## src/core/swh_pkg.sv

```systemverilog
package swh_pkg;
  localparam int CLK_HZ = 125000000;
  localparam int STD_RST_HZ = 16000;
  localparam int STD_BIT_HZ = 125000;
  localparam int OD_RST_HZ = 100500;
  localparam int OD_BIT_HZ = 500000;
  localparam int HALF_W = 12;
  // half periods of the shift clock, rounded down
  localparam logic [HALF_W-1:0] STD_RST_HALF =
    HALF_W'(CLK_HZ / (2 * STD_RST_HZ));
  localparam logic [HALF_W-1:0] STD_BIT_HALF =
    HALF_W'(CLK_HZ / (2 * STD_BIT_HZ));
  localparam logic [HALF_W-1:0] OD_RST_HALF =
    HALF_W'(CLK_HZ / (2 * OD_RST_HZ));
  localparam logic [HALF_W-1:0] OD_BIT_HALF =
    HALF_W'(CLK_HZ / (2 * OD_BIT_HZ));
  localparam logic [HALF_W-1:0] HALF_ONE = 12'h001;
  localparam int FRAME_BITS = 8;
  localparam logic [2:0] LAST_BIT = 3'h7;
  localparam logic [2:0] BIT_ONE = 3'h1;
  localparam logic [7:0] RST_FRAME = 8'h07;
  localparam logic [7:0] PRESENCE_FRAME = 8'h05;
  localparam logic [7:0] ZERO_FRAME = 8'h01;
  localparam logic [7:0] ONE_FRAME = 8'h7F;
  localparam logic [7:0] READ_FRAME = 8'h7F;
  localparam logic [7:0] skip_address_cmd = 8'hCC;
  localparam logic [7:0] start_conversion_cmd = 8'h44;
  localparam logic [7:0] read_scratch_cmd = 8'hBE;
  localparam int FIFO_DEPTH = 16;
  typedef enum logic [1:0] {SWH_OP_RESET, SWH_OP_WRITE, SWH_OP_READ} swh_op_t;
  typedef enum logic [1:0] {S_IDLE, S_FRAME, S_SLOT_END, S_PUSH} swh_state_t;
endpackage

```

## src/core/swh_strm_if.sv

```systemverilog
interface swh_strm_if #(parameter int W = 8) ();
  logic valid;
  logic ready;
  logic [W-1:0] data;
  modport src (output valid, output data, input ready);
  modport snk (input valid, input data, output ready);
endinterface

```

## src/core/swh_host.sv

```systemverilog
module swh_host
  import swh_pkg::*;
#(
  parameter int DEPTH = FIFO_DEPTH
) (
  input wire logic CORE_CLK, // core clock, 125 MHz
  input wire logic SYS_RST, // synchronous reset, high
  input wire logic CMD_VALID, // command offered
  input wire logic [1:0] CMD_OP, // reset, write byte, read byte
  input wire logic [7:0] CMD_DATA, // byte to write
  input wire logic CMD_OVERDRIVE, // speed, taken with reset
  output logic CMD_READY, // command taken when high
  output logic CMD_REFUSED, // read dropped when not armed, or unused op code
  output logic PRESENT, // presence seen since last reset
  output logic OVERDRIVE, // speed in use
  output logic RD_VALID, // read byte waiting
  output logic [7:0] RD_DATA, // read byte
  input wire logic RD_READY, // read byte taken
  output logic SHIFT_CLK, // serial shift clock, idles low
  input wire logic LINE_IN, // single_wire_data_pin level
  output logic LINE_OUT, // single_wire_data_pin drive value
  output logic LINE_OE // single_wire_data_pin pulled low
);
  typedef struct packed {
    swh_state_t st;
    swh_op_t op;
    logic od;
    logic present;
    logic armed;
    logic sync1;
    logic sync2;
    logic sclk;
    logic oe;
    logic [HALF_W-1:0] half;
    logic [HALF_W-1:0] half_lim;
    logic [2:0] bit_idx;
    logic [7:0] frame;
    logic [7:0] cap;
    logic [2:0] slot;
    logic [7:0] byte_sh;
    logic [7:0] rx;
    logic cmd_ready;
    logic refused;
    logic push_v;
    logic [7:0] push_d;
    logic fstart;
  } swh_host_t;

  swh_host_t s_r;
  swh_host_t s_nxt;
  logic bit_val;

  swh_strm_if #(.W(8)) push_if ();
  swh_strm_if #(.W(8)) pop_if ();

  swh_fifo #(.W(8), .DEPTH(DEPTH)) u_fifo (
    .clk(CORE_CLK),
    .rst(SYS_RST),
    .push(push_if.snk),
    .pop(pop_if.src)
  );

  assign push_if.valid = s_r.push_v;
  assign push_if.data = s_r.push_d;
  assign pop_if.ready = RD_READY;
  assign RD_VALID = pop_if.valid;
  assign RD_DATA = pop_if.data;

  assign CMD_READY = s_r.cmd_ready;
  assign CMD_REFUSED = s_r.refused;
  assign PRESENT = s_r.present;
  assign OVERDRIVE = s_r.od;
  assign SHIFT_CLK = s_r.sclk;
  assign LINE_OE = s_r.oe;
  assign LINE_OUT = 1'b0;

  // launch a frame: first rising edge puts out the top bit
  function automatic swh_host_t launch(swh_host_t x, logic [7:0] f,
                                       logic [HALF_W-1:0] lim);
    x.frame = f;
    x.half_lim = lim;
    x.half = '0;
    x.bit_idx = '0;
    x.sclk = 1'b1;
    x.oe = ~f[FRAME_BITS-1];
    x.cap = '0;
    x.fstart = 1'b1;
    x.st = S_FRAME;
    return x;
  endfunction

  function automatic logic [HALF_W-1:0] data_half(logic od);
    return od ? OD_BIT_HALF : STD_BIT_HALF;
  endfunction

  function automatic logic [HALF_W-1:0] rst_half(logic od);
    return od ? OD_RST_HALF : STD_RST_HALF;
  endfunction

  function automatic logic [7:0] wr_frame(logic b);
    return b ? ONE_FRAME : ZERO_FRAME;
  endfunction

  assign bit_val = s_r.cap == READ_FRAME;

  always_comb
  begin
    s_nxt = s_r;
    s_nxt.sync1 = LINE_IN;
    s_nxt.sync2 = s_r.sync1;
    s_nxt.refused = 1'b0;
    s_nxt.fstart = 1'b0;
    case (s_r.st)
      S_IDLE:
      begin
        s_nxt.cmd_ready = 1'b1;
        if (CMD_VALID && s_r.cmd_ready)
        begin
          s_nxt.cmd_ready = 1'b0;
          s_nxt.op = swh_op_t'(CMD_OP);
          s_nxt.byte_sh = CMD_DATA;
          s_nxt.slot = '0;
          case (CMD_OP)
            SWH_OP_RESET:
            begin
              s_nxt.od = CMD_OVERDRIVE;
              s_nxt.present = 1'b0;
              s_nxt.armed = 1'b0;
              s_nxt = launch(s_nxt, RST_FRAME, rst_half(CMD_OVERDRIVE));
            end
            SWH_OP_WRITE:
            begin
              s_nxt = launch(s_nxt, wr_frame(CMD_DATA[0]), data_half(s_r.od));
            end
            SWH_OP_READ:
            begin
              if (s_r.armed)
                s_nxt = launch(s_nxt, READ_FRAME, data_half(s_r.od));
              else
              begin
                s_nxt.refused = 1'b1;
                s_nxt.cmd_ready = 1'b1;
              end
            end
            default:
            begin
              s_nxt.refused = 1'b1;
              s_nxt.cmd_ready = 1'b1;
            end
          endcase
        end
      end
      S_FRAME:
      begin
        s_nxt.half = s_r.half + HALF_ONE;
        if (s_r.half == s_r.half_lim - HALF_ONE)
        begin
          s_nxt.half = '0;
          if (s_r.sclk)
          begin
            s_nxt.sclk = 1'b0;
            s_nxt.cap = {s_r.cap[6:0], s_r.sync2};
          end
          else if (s_r.bit_idx == LAST_BIT)
          begin
            s_nxt.oe = 1'b0;
            s_nxt.st = S_SLOT_END;
          end
          else
          begin
            s_nxt.bit_idx = s_r.bit_idx + BIT_ONE;
            s_nxt.frame = {s_r.frame[6:0], 1'b0};
            s_nxt.sclk = 1'b1;
            s_nxt.oe = ~s_r.frame[FRAME_BITS-2];
          end
        end
      end
      S_SLOT_END:
      begin
        if (s_r.op == SWH_OP_RESET)
        begin
          if (s_r.cap == PRESENCE_FRAME)
          begin
            s_nxt.present = 1'b1;
            s_nxt.cmd_ready = 1'b1;
            s_nxt.st = S_IDLE;
          end
          else
            s_nxt = launch(s_nxt, RST_FRAME, rst_half(s_r.od));
        end
        else
        begin
          s_nxt.rx = {bit_val, s_r.rx[7:1]};
          if (s_r.slot != LAST_BIT)
          begin
            s_nxt.slot = s_r.slot + BIT_ONE;
            s_nxt.byte_sh = {1'b0, s_r.byte_sh[7:1]};
            if (s_r.op == SWH_OP_WRITE)
              s_nxt = launch(s_nxt, wr_frame(s_r.byte_sh[1]), s_r.half_lim);
            else
              s_nxt = launch(s_nxt, READ_FRAME, s_r.half_lim);
          end
          else if (s_r.op == SWH_OP_WRITE)
          begin
            s_nxt.armed = 1'b1;
            s_nxt.cmd_ready = 1'b1;
            s_nxt.st = S_IDLE;
          end
          else
          begin
            s_nxt.push_v = 1'b1;
            s_nxt.push_d = {bit_val, s_r.rx[7:1]};
            s_nxt.st = S_PUSH;
          end
        end
      end
      S_PUSH:
      begin
        // full fifo stalls the next command here
        if (push_if.ready)
        begin
          s_nxt.push_v = 1'b0;
          s_nxt.cmd_ready = 1'b1;
          s_nxt.st = S_IDLE;
        end
      end
      default:
        s_nxt.st = S_IDLE;
    endcase
  end

  always_ff @(posedge CORE_CLK)
  begin
    if (SYS_RST)
      s_r <= '0;
    else
      s_r <= s_nxt;
  end
endmodule

```

## src/core/swh_fifo.sv

```systemverilog
// depth must be a power of two: pointers wrap freely
module swh_fifo #(
  parameter int W = 8,
  parameter int DEPTH = 16
) (
  input wire logic clk, // core clock
  input wire logic rst, // synchronous reset, high
  swh_strm_if.snk push, // filling side
  swh_strm_if.src pop // draining side
);
  localparam int AW = $clog2(DEPTH);
  typedef struct packed {
    logic [DEPTH-1:0][W-1:0] mem;
    logic [AW-1:0] wp;
    logic [AW-1:0] rp;
    logic [AW:0] cnt;
    logic full;
    logic empty;
  } swh_fifo_t;
  swh_fifo_t s_r;
  swh_fifo_t s_nxt;
  logic wr;
  logic rd;

  assign push.ready = ~s_r.full;
  assign pop.valid = ~s_r.empty;
  assign pop.data = s_r.mem[s_r.rp];
  assign wr = push.valid & ~s_r.full;
  assign rd = pop.ready & ~s_r.empty;

  always_comb
  begin
    s_nxt = s_r;
    if (wr)
    begin
      s_nxt.mem[s_r.wp] = push.data;
      s_nxt.wp = s_r.wp + AW'(1);
    end
    if (rd)
      s_nxt.rp = s_r.rp + AW'(1);
    if (wr && !rd)
      s_nxt.cnt = s_r.cnt + (AW+1)'(1);
    else if (rd && !wr)
      s_nxt.cnt = s_r.cnt - (AW+1)'(1);
    // flags registered so the ports come from flops
    s_nxt.full = s_nxt.cnt == (AW+1)'(DEPTH);
    s_nxt.empty = s_nxt.cnt == '0;
  end

  always_ff @(posedge clk)
  begin
    if (rst)
    begin
      s_r <= '0;
      s_r.empty <= 1'b1;
    end
    else
      s_r <= s_nxt;
  end
endmodule

```

## config.mk

```make
export PLATFORM = sky130hd
export DESIGN_NAME = swh_host
export DESIGN_NICKNAME = d
export VERILOG_FILES = /design/src/core/swh_pkg.sv /design/src/core/swh_strm_if.sv /design/src/core/swh_host.sv /design/src/core/swh_fifo.sv
export SDC_FILE = /design/constraint.sdc
export NUM_CORES = 1
export LEC_CHECK = 0
export BUFFER_PORTS_ARGS = -buffer_cell sky130_fd_sc_hd__buf_2
export CORE_ASPECT_RATIO = 0.8
export CORE_MARGIN = 1.5
export CORE_UTILIZATION = 50
export DETAILED_ROUTE_END_ITERATION = 10
export GPL_TIMING_DRIVEN = 1
export PLACE_DENSITY = 0.73
export RECOVER_POWER = 50
export SYNTH_ARGS = -nofsm -noshare
export SYNTH_HDL_FRONTEND = slang
export SYNTH_SLANG_ARGS = --single-unit
```

## constraint.sdc

```tcl
create_clock -name CORE_CLK -period 2.45 [get_ports CORE_CLK]
set_input_delay 0.245 -clock CORE_CLK [delete_from_list [all_inputs] [get_ports CORE_CLK]]
set_output_delay 0.245 -clock CORE_CLK [all_outputs]
set_load 0.01 [all_outputs]
```

Word level (Yosys, flattened, before mapping)
Index checks and enable logic that the tools add are counted.

Eq/ne operators: 38. $add $sub $neg: 8. Muxes and demuxes: 61. Reduce and logical (&&, ||, !) cells: 31. Bitwise gates (word level): 14. Order comparisons: 3.

Operator list (number): 73-bit case mux with 3 select lines (1); 85-bit two-way mux (2); 128-bit bitwise mux (1); 64-bit two-way mux (2); 75-bit two-way mux (1); 73-bit two-way mux (1); 19-bit case mux with 3 select lines (1); 14-bit case mux with 3 select lines (1); 19-bit case mux with 2 select lines (1); 2-bit != test (second input constant) (17); 8-bit binary-select mux with 4-bit select (1); 8-bit demux with 4-bit select (1); 7-bit AND reduction (4); 9-bit two-way mux (3); 12-bit two-way mux (2); 8-bit two-way mux (3); 12-bit case mux with 2 select lines (1); 6-bit AND reduction (4); 11-bit two-way mux (2); 3-bit != test (second input constant) (7); 19-bit two-way mux (1); 9-bit case mux with 2 select lines (1); 8-bit AND reduction (2); 1-bit two-way mux (15); other kinds (42) (80).

Output and inout port bits: 16. Input port bits: 16. Flip-flop bits (word level): 226. Logic and storage cells: 197.

Longest topological paths before layout
Depth in word-level cells: 7. Gate-level depth with buffers: 11. Gate-level depth less buffers: 9.

Hierarchy
Synthesis repeated with hierarchy kept, for this count alone.

Cell total of the unflattened synthesis: 1103. Area, all modules: 10641.5 um^2.

By module, submodules not included: swh_fifo (times used 1, cells an instance 583, area each 6468.7 um^2, seq. area each 2862.7 um^2); swh_host (times used 1, cells an instance 520, area each 4172.8 um^2, seq. area each 1541.5 um^2).

Worst setup path before layout
No wires, ideal clock.

Kind: reg-to-reg. From: register s_r[60] in the netlist's numbering. To: register s_r, in the netlist LINE_OE. Period minus slack after synthesis: 2.676 ns. Path buffers: 1. Required time: 2.359 ns. Library setup time: 0.091 ns. Cell stages (with the launch flop): 11. Data arrival time: 2.585 ns. Slack: -0.226 ns. Cells stage by stage: dfxtp_1 > clkbuf_8 > inv_1 > ha_1 > nor4b_1 > xnor2_1 > nand4b_1 > a2111oi_4 > o21ai_2 > or4_1 > a311oi_1.

Cells in the longest elaborated chain, start to end: 4.

RTL lines: start, declared (line swh_host.sv:49) `swh_host_t s_r;`; start signal, assigned (line swh_host.sv:237) `s_r <= s_nxt;`; 12-bit by 1-bit subtractor with 12-bit output (line swh_host.sv:156) `if (s_r.half == s_r.half_lim - HALF_ONE)`; 12-bit equality test (line swh_host.sv:156); 2-bit != test (no line); 8-bit AND reduction (no line).

No other way between the ends. A chain may end at the register's enable or synchronous reset.

Worst setup path in the final report
From: register u_fifo.s_r[7] in the netlist's numbering. To: output port RD_DATA[1].

Cells in the longest elaborated chain, start to end: 2.

RTL lines: start, declared (line swh_fifo.sv:20) `swh_fifo_t s_r;`; start signal, assigned (line swh_fifo.sv:58) `s_r <= s_nxt;`; 8-bit binary-select mux with 4-bit select (line swh_fifo.sv:27) `assign pop.data = s_r.mem[s_r.rp];`; 8-bit two-way mux (not written as such) (line swh_fifo.sv:27); end, declared (line swh_host.sv:17) `output logic [7:0] RD_DATA,`.

No other way between the ends. The select of a mux whose other input is x is not followed.

==> qor.csv <==
stage;metric;value;unit
global_routing;global-route wire length before repair;40.50;mm
clock_tree;clock buffer depth;3;
setup_path;Slowest Stage Delay on Critical Path;0.50;ns
sta;Hold Fails Final Rpt;0;
routing;DR WL/cell;17.53;µm
power_and_ir_drop;switching pwr;2972;µW
place;Post-Place Setup Slack;-0.08351;ns
die;die area;21960;µm²
logic_synthesis;FF+latch count, synth;220;
outcome;status;complete, but fails checks;
sta;RSZ-0062 raised after global routing;yes;
power_and_ir_drop;VDD IR max;0.0007297;V
logic_synthesis;mapped cell area;10540;µm²
die;Die Y;132.9;µm
logic_synthesis;Mean Syn Cell Area;9.607;µm²
clock_tree;CTS clk-pin slew, worst paths;0.06;ns
global_routing;largest net degree at the start of global routing;77;
cells_and_area;commonest non-fill, non-tap cell in the layout;dfxtp_1;
power_and_ir_drop;clock share of power;34.5;%
logic_synthesis;Yosys cell types;71;
power_and_ir_drop;post-route total power;9902;µW
min_path;Worst Hold Class;in2reg;
routing;Post-route DRC;0;
logic_synthesis;top_reg_cell synth;dfxtp_1;
clock_tree;H-tree depth;1;
die;# rows;47;
sta;final setup fails;10;
setup_path;critical path startpoint category;register;
setup_path;Crit Path Max Fanout;8;
setup_path;crit path kind;reg2out;
power_and_ir_drop;PwrDens;797.9;nW/µm²
logic_synthesis;Synth Instances;1097;
clock_tree;clock latency on the worst-skew pair;0.52;ns
power_and_ir_drop;combinational fraction of design power;25.8;%
setup_path;critical path's top delay family;multiplexers;
logic_synthesis;post-synth top area share;41.79;%
global_routing;total track usage;22.93;%
sta;PnR worst setup slack;-0.1226;ns
sta;setup TNS;-0.9766;ns
cells_and_area;layout cells sized above 1;18.79;%
sta;Max Clock Freq;0.3887;GHz
power_and_ir_drop;Leak;0.004588;µW
cells_and_area;Util after Layout;59.95;%
sta;skew final;0.02036;ns
logic_synthesis;number of synthesized flops with an enable pin;0;
setup_path;Crit path arrival time;2.33;ns
global_routing;number of global-route vias before repair;7752;
outcome;failing checks;setup timing;
global_routing;initial antenna violation count;0;
setup_path;CP Cell Sequence;buf_12, buf_16, mux4_2, mux4_2, buf_6;
place;Port-buffer cells;30;
sta;WHS;0.05813;ns
clock_tree;cts bufs inserted;22;
sta;fin crit share;105.0;%
sta;measured slew at the worst slew-check pin;0.6819;ns
clock_tree;count of clock tree sinks;220;
logic_synthesis;ys async rst share;0;%
logic_synthesis;top post-synthesis cells by area;dfxtp_1 (42%), mux2i_1 (13%), mux4_2 (8.5%);
cells_and_area;# diodes;0;
die;Initial Util;50.91;%
routing;Pre-antenna DRT Iters;7;
die;CORE AREA;20700;µm²
place;RePlAce Congestion;0.8435;
routing;DRT Wirelength;25.33;mm
global_routing;Overflow after GRT;0;
setup_path;critical path capture point type;output pin;
die;I/O pin count;32;
logic_synthesis;dominant cell type by area after synthesis;dfxtp_1;
setup_path;critical path's slowest cell;mux4_2;
die;Die Width;165.3;µm
cells_and_area;final net count;1199;
routing;vias per cell;5.748;
sta;Max Slew Vio Count;0;
place;HPWL Detailed;16.19;mm
routing;initial drt markers;698;
power_and_ir_drop;Switching Fraction;30.01;%
routing;antenna-violating nets left;0;
run;maxcap violations;0;
sta;min cycle time layout;2.573;ns
setup_path;cell mode on critical path;mux4_2;
setup_path;crit path buf inv count;3;
routing;via count;8306;
power_and_ir_drop;sequential fraction of design power;39.7;%
cells_and_area;Area Growth Syn to Fin;17.75;%
logic_synthesis;sequential area share after synthesis;41.79;%
cells_and_area;most frequent cells in the layout;dfxtp_1 (215), nor2_1 (204), mux2i_1 (139);
logic_synthesis;synthesis warning total;0;
clock_tree;CTS tree;done;
sta;relative slew slack;54.48;%
power_and_ir_drop;internal power;6930;µW
logic_synthesis;post-synthesis net count;1136;
setup_path;critical path required time;2.20;ns
clock_tree;root buf cell;clkbuf_16;
-- final cells by class --
type                    count  area (µm²)
clock buffers              32       638.1
multi-input cells         773        5883
fillers                  1762        8290
repair buffers            121       949.7
flip-flops and latches    220        4418
well taps                 269       336.6
inverters                  22       82.58
clock inverters             8       101.3
-- final timing paths --
check                                    from          to  slack (ns)  depth (start not counted)
worst max-delay path            u_fifo.s_r[7]  RD_DATA[1]       -0.12                          5
worst min-delay path                  SYS_RST     s_r[78]        0.06                          2
worst max register to register        s_r[53]     LINE_OE       -0.04                          9
worst min register to register        s_r[77]     s_r[76]        0.47                          1
-- routing by layer --
| layer | track usage [%] | share of wire, % | vias up |
|---|---|---|---|
| met1 | 34.20 | 49 | 4024 |
| li1 | - | - | 4031 |
| met4 | 5.060 | 1.7 | 0 |
| met5 | 0 | 0 | - |
| met3 | 4.169 | 5.4 | 39 |
| met2 | 34.40 | 44 | 212 |
-- cells by family (layout without fill, tap and decap cells) --
logic type	Yosys count	count (layout)	synth area share [%]
flip-flops	220	220	41.79
buffers and inverters	104	183	4.262
other	1	1	0.03558
AO/OA/AOI/OAI	148	148	10.01
XOR/XNOR	29	29	2.410
multiplexers	179	179	21.75
adder cells (fa/ha/maj)	23	23	2.731
AND/OR/NAND/NOR	393	393	17.01
-- registers in the layout (all words and copies together) (netlist names) --
register       count
u_fifo.s_r       143
s_r               62
push_if.data       8
CMD_READY          1
CMD_REFUSED        1
LINE_OE            1
OVERDRIVE          1
PRESENT            1
SHIFT_CLK          1
push_if.valid      1
-- stage by stage --
stage,cells,area (µm²)
after floorplan,1097,10560
after global placement,1383,11280
after detailed placement,1383,11280
after CTS,1436,12300
after global routing,1445,12410
final,1445,12410
-- what timing repair did --
item / CTS / global route
endpoints found under the hold margin: 3 / 0
buffers inserted: 7 / 11
pin swaps: 5 / 13
gates cloned: 3 / 1
setup endpoints to repair: 17 / 33
hold buffers: 3 / 0
gates resized for setup: 26 / 32
-- power groups by stage --
stage / clock network (µW) / logic [µW] / registers, µW
CTS: 3480 / 2350 / 3920
finish: 3410 / 2560 / 3930
global placement: 0 / 2080 / 3990
floorplan: 0 / 1560 / 3940
detailed placement: 0 / 2110 / 3990
global route: 3620 / 2790 / 3950
-- cells in the mapped netlist (all sizes together), types with 3 or more instances --
master,count
dfxtp,220
nor2,205
mux2i,139
clkbuf,59
nand2,54
mux4,40
nand3,36
a21oi,35
nor3,24
buf,23
ha,23
inv,22
o21ai,19
xor2,16
a22oi,14
nor2b,14
a211oi,13
o2111ai,13
xnor2,13
o211ai,11
and2,10
o31ai,10
nand4,8
nand2b,7
a31oi,6
nor4,6
and3,5
nand3b,5
a21o,3
a311oi,3
or2,3
or3,3
or4,3
(Power assumes the default switching activity.)
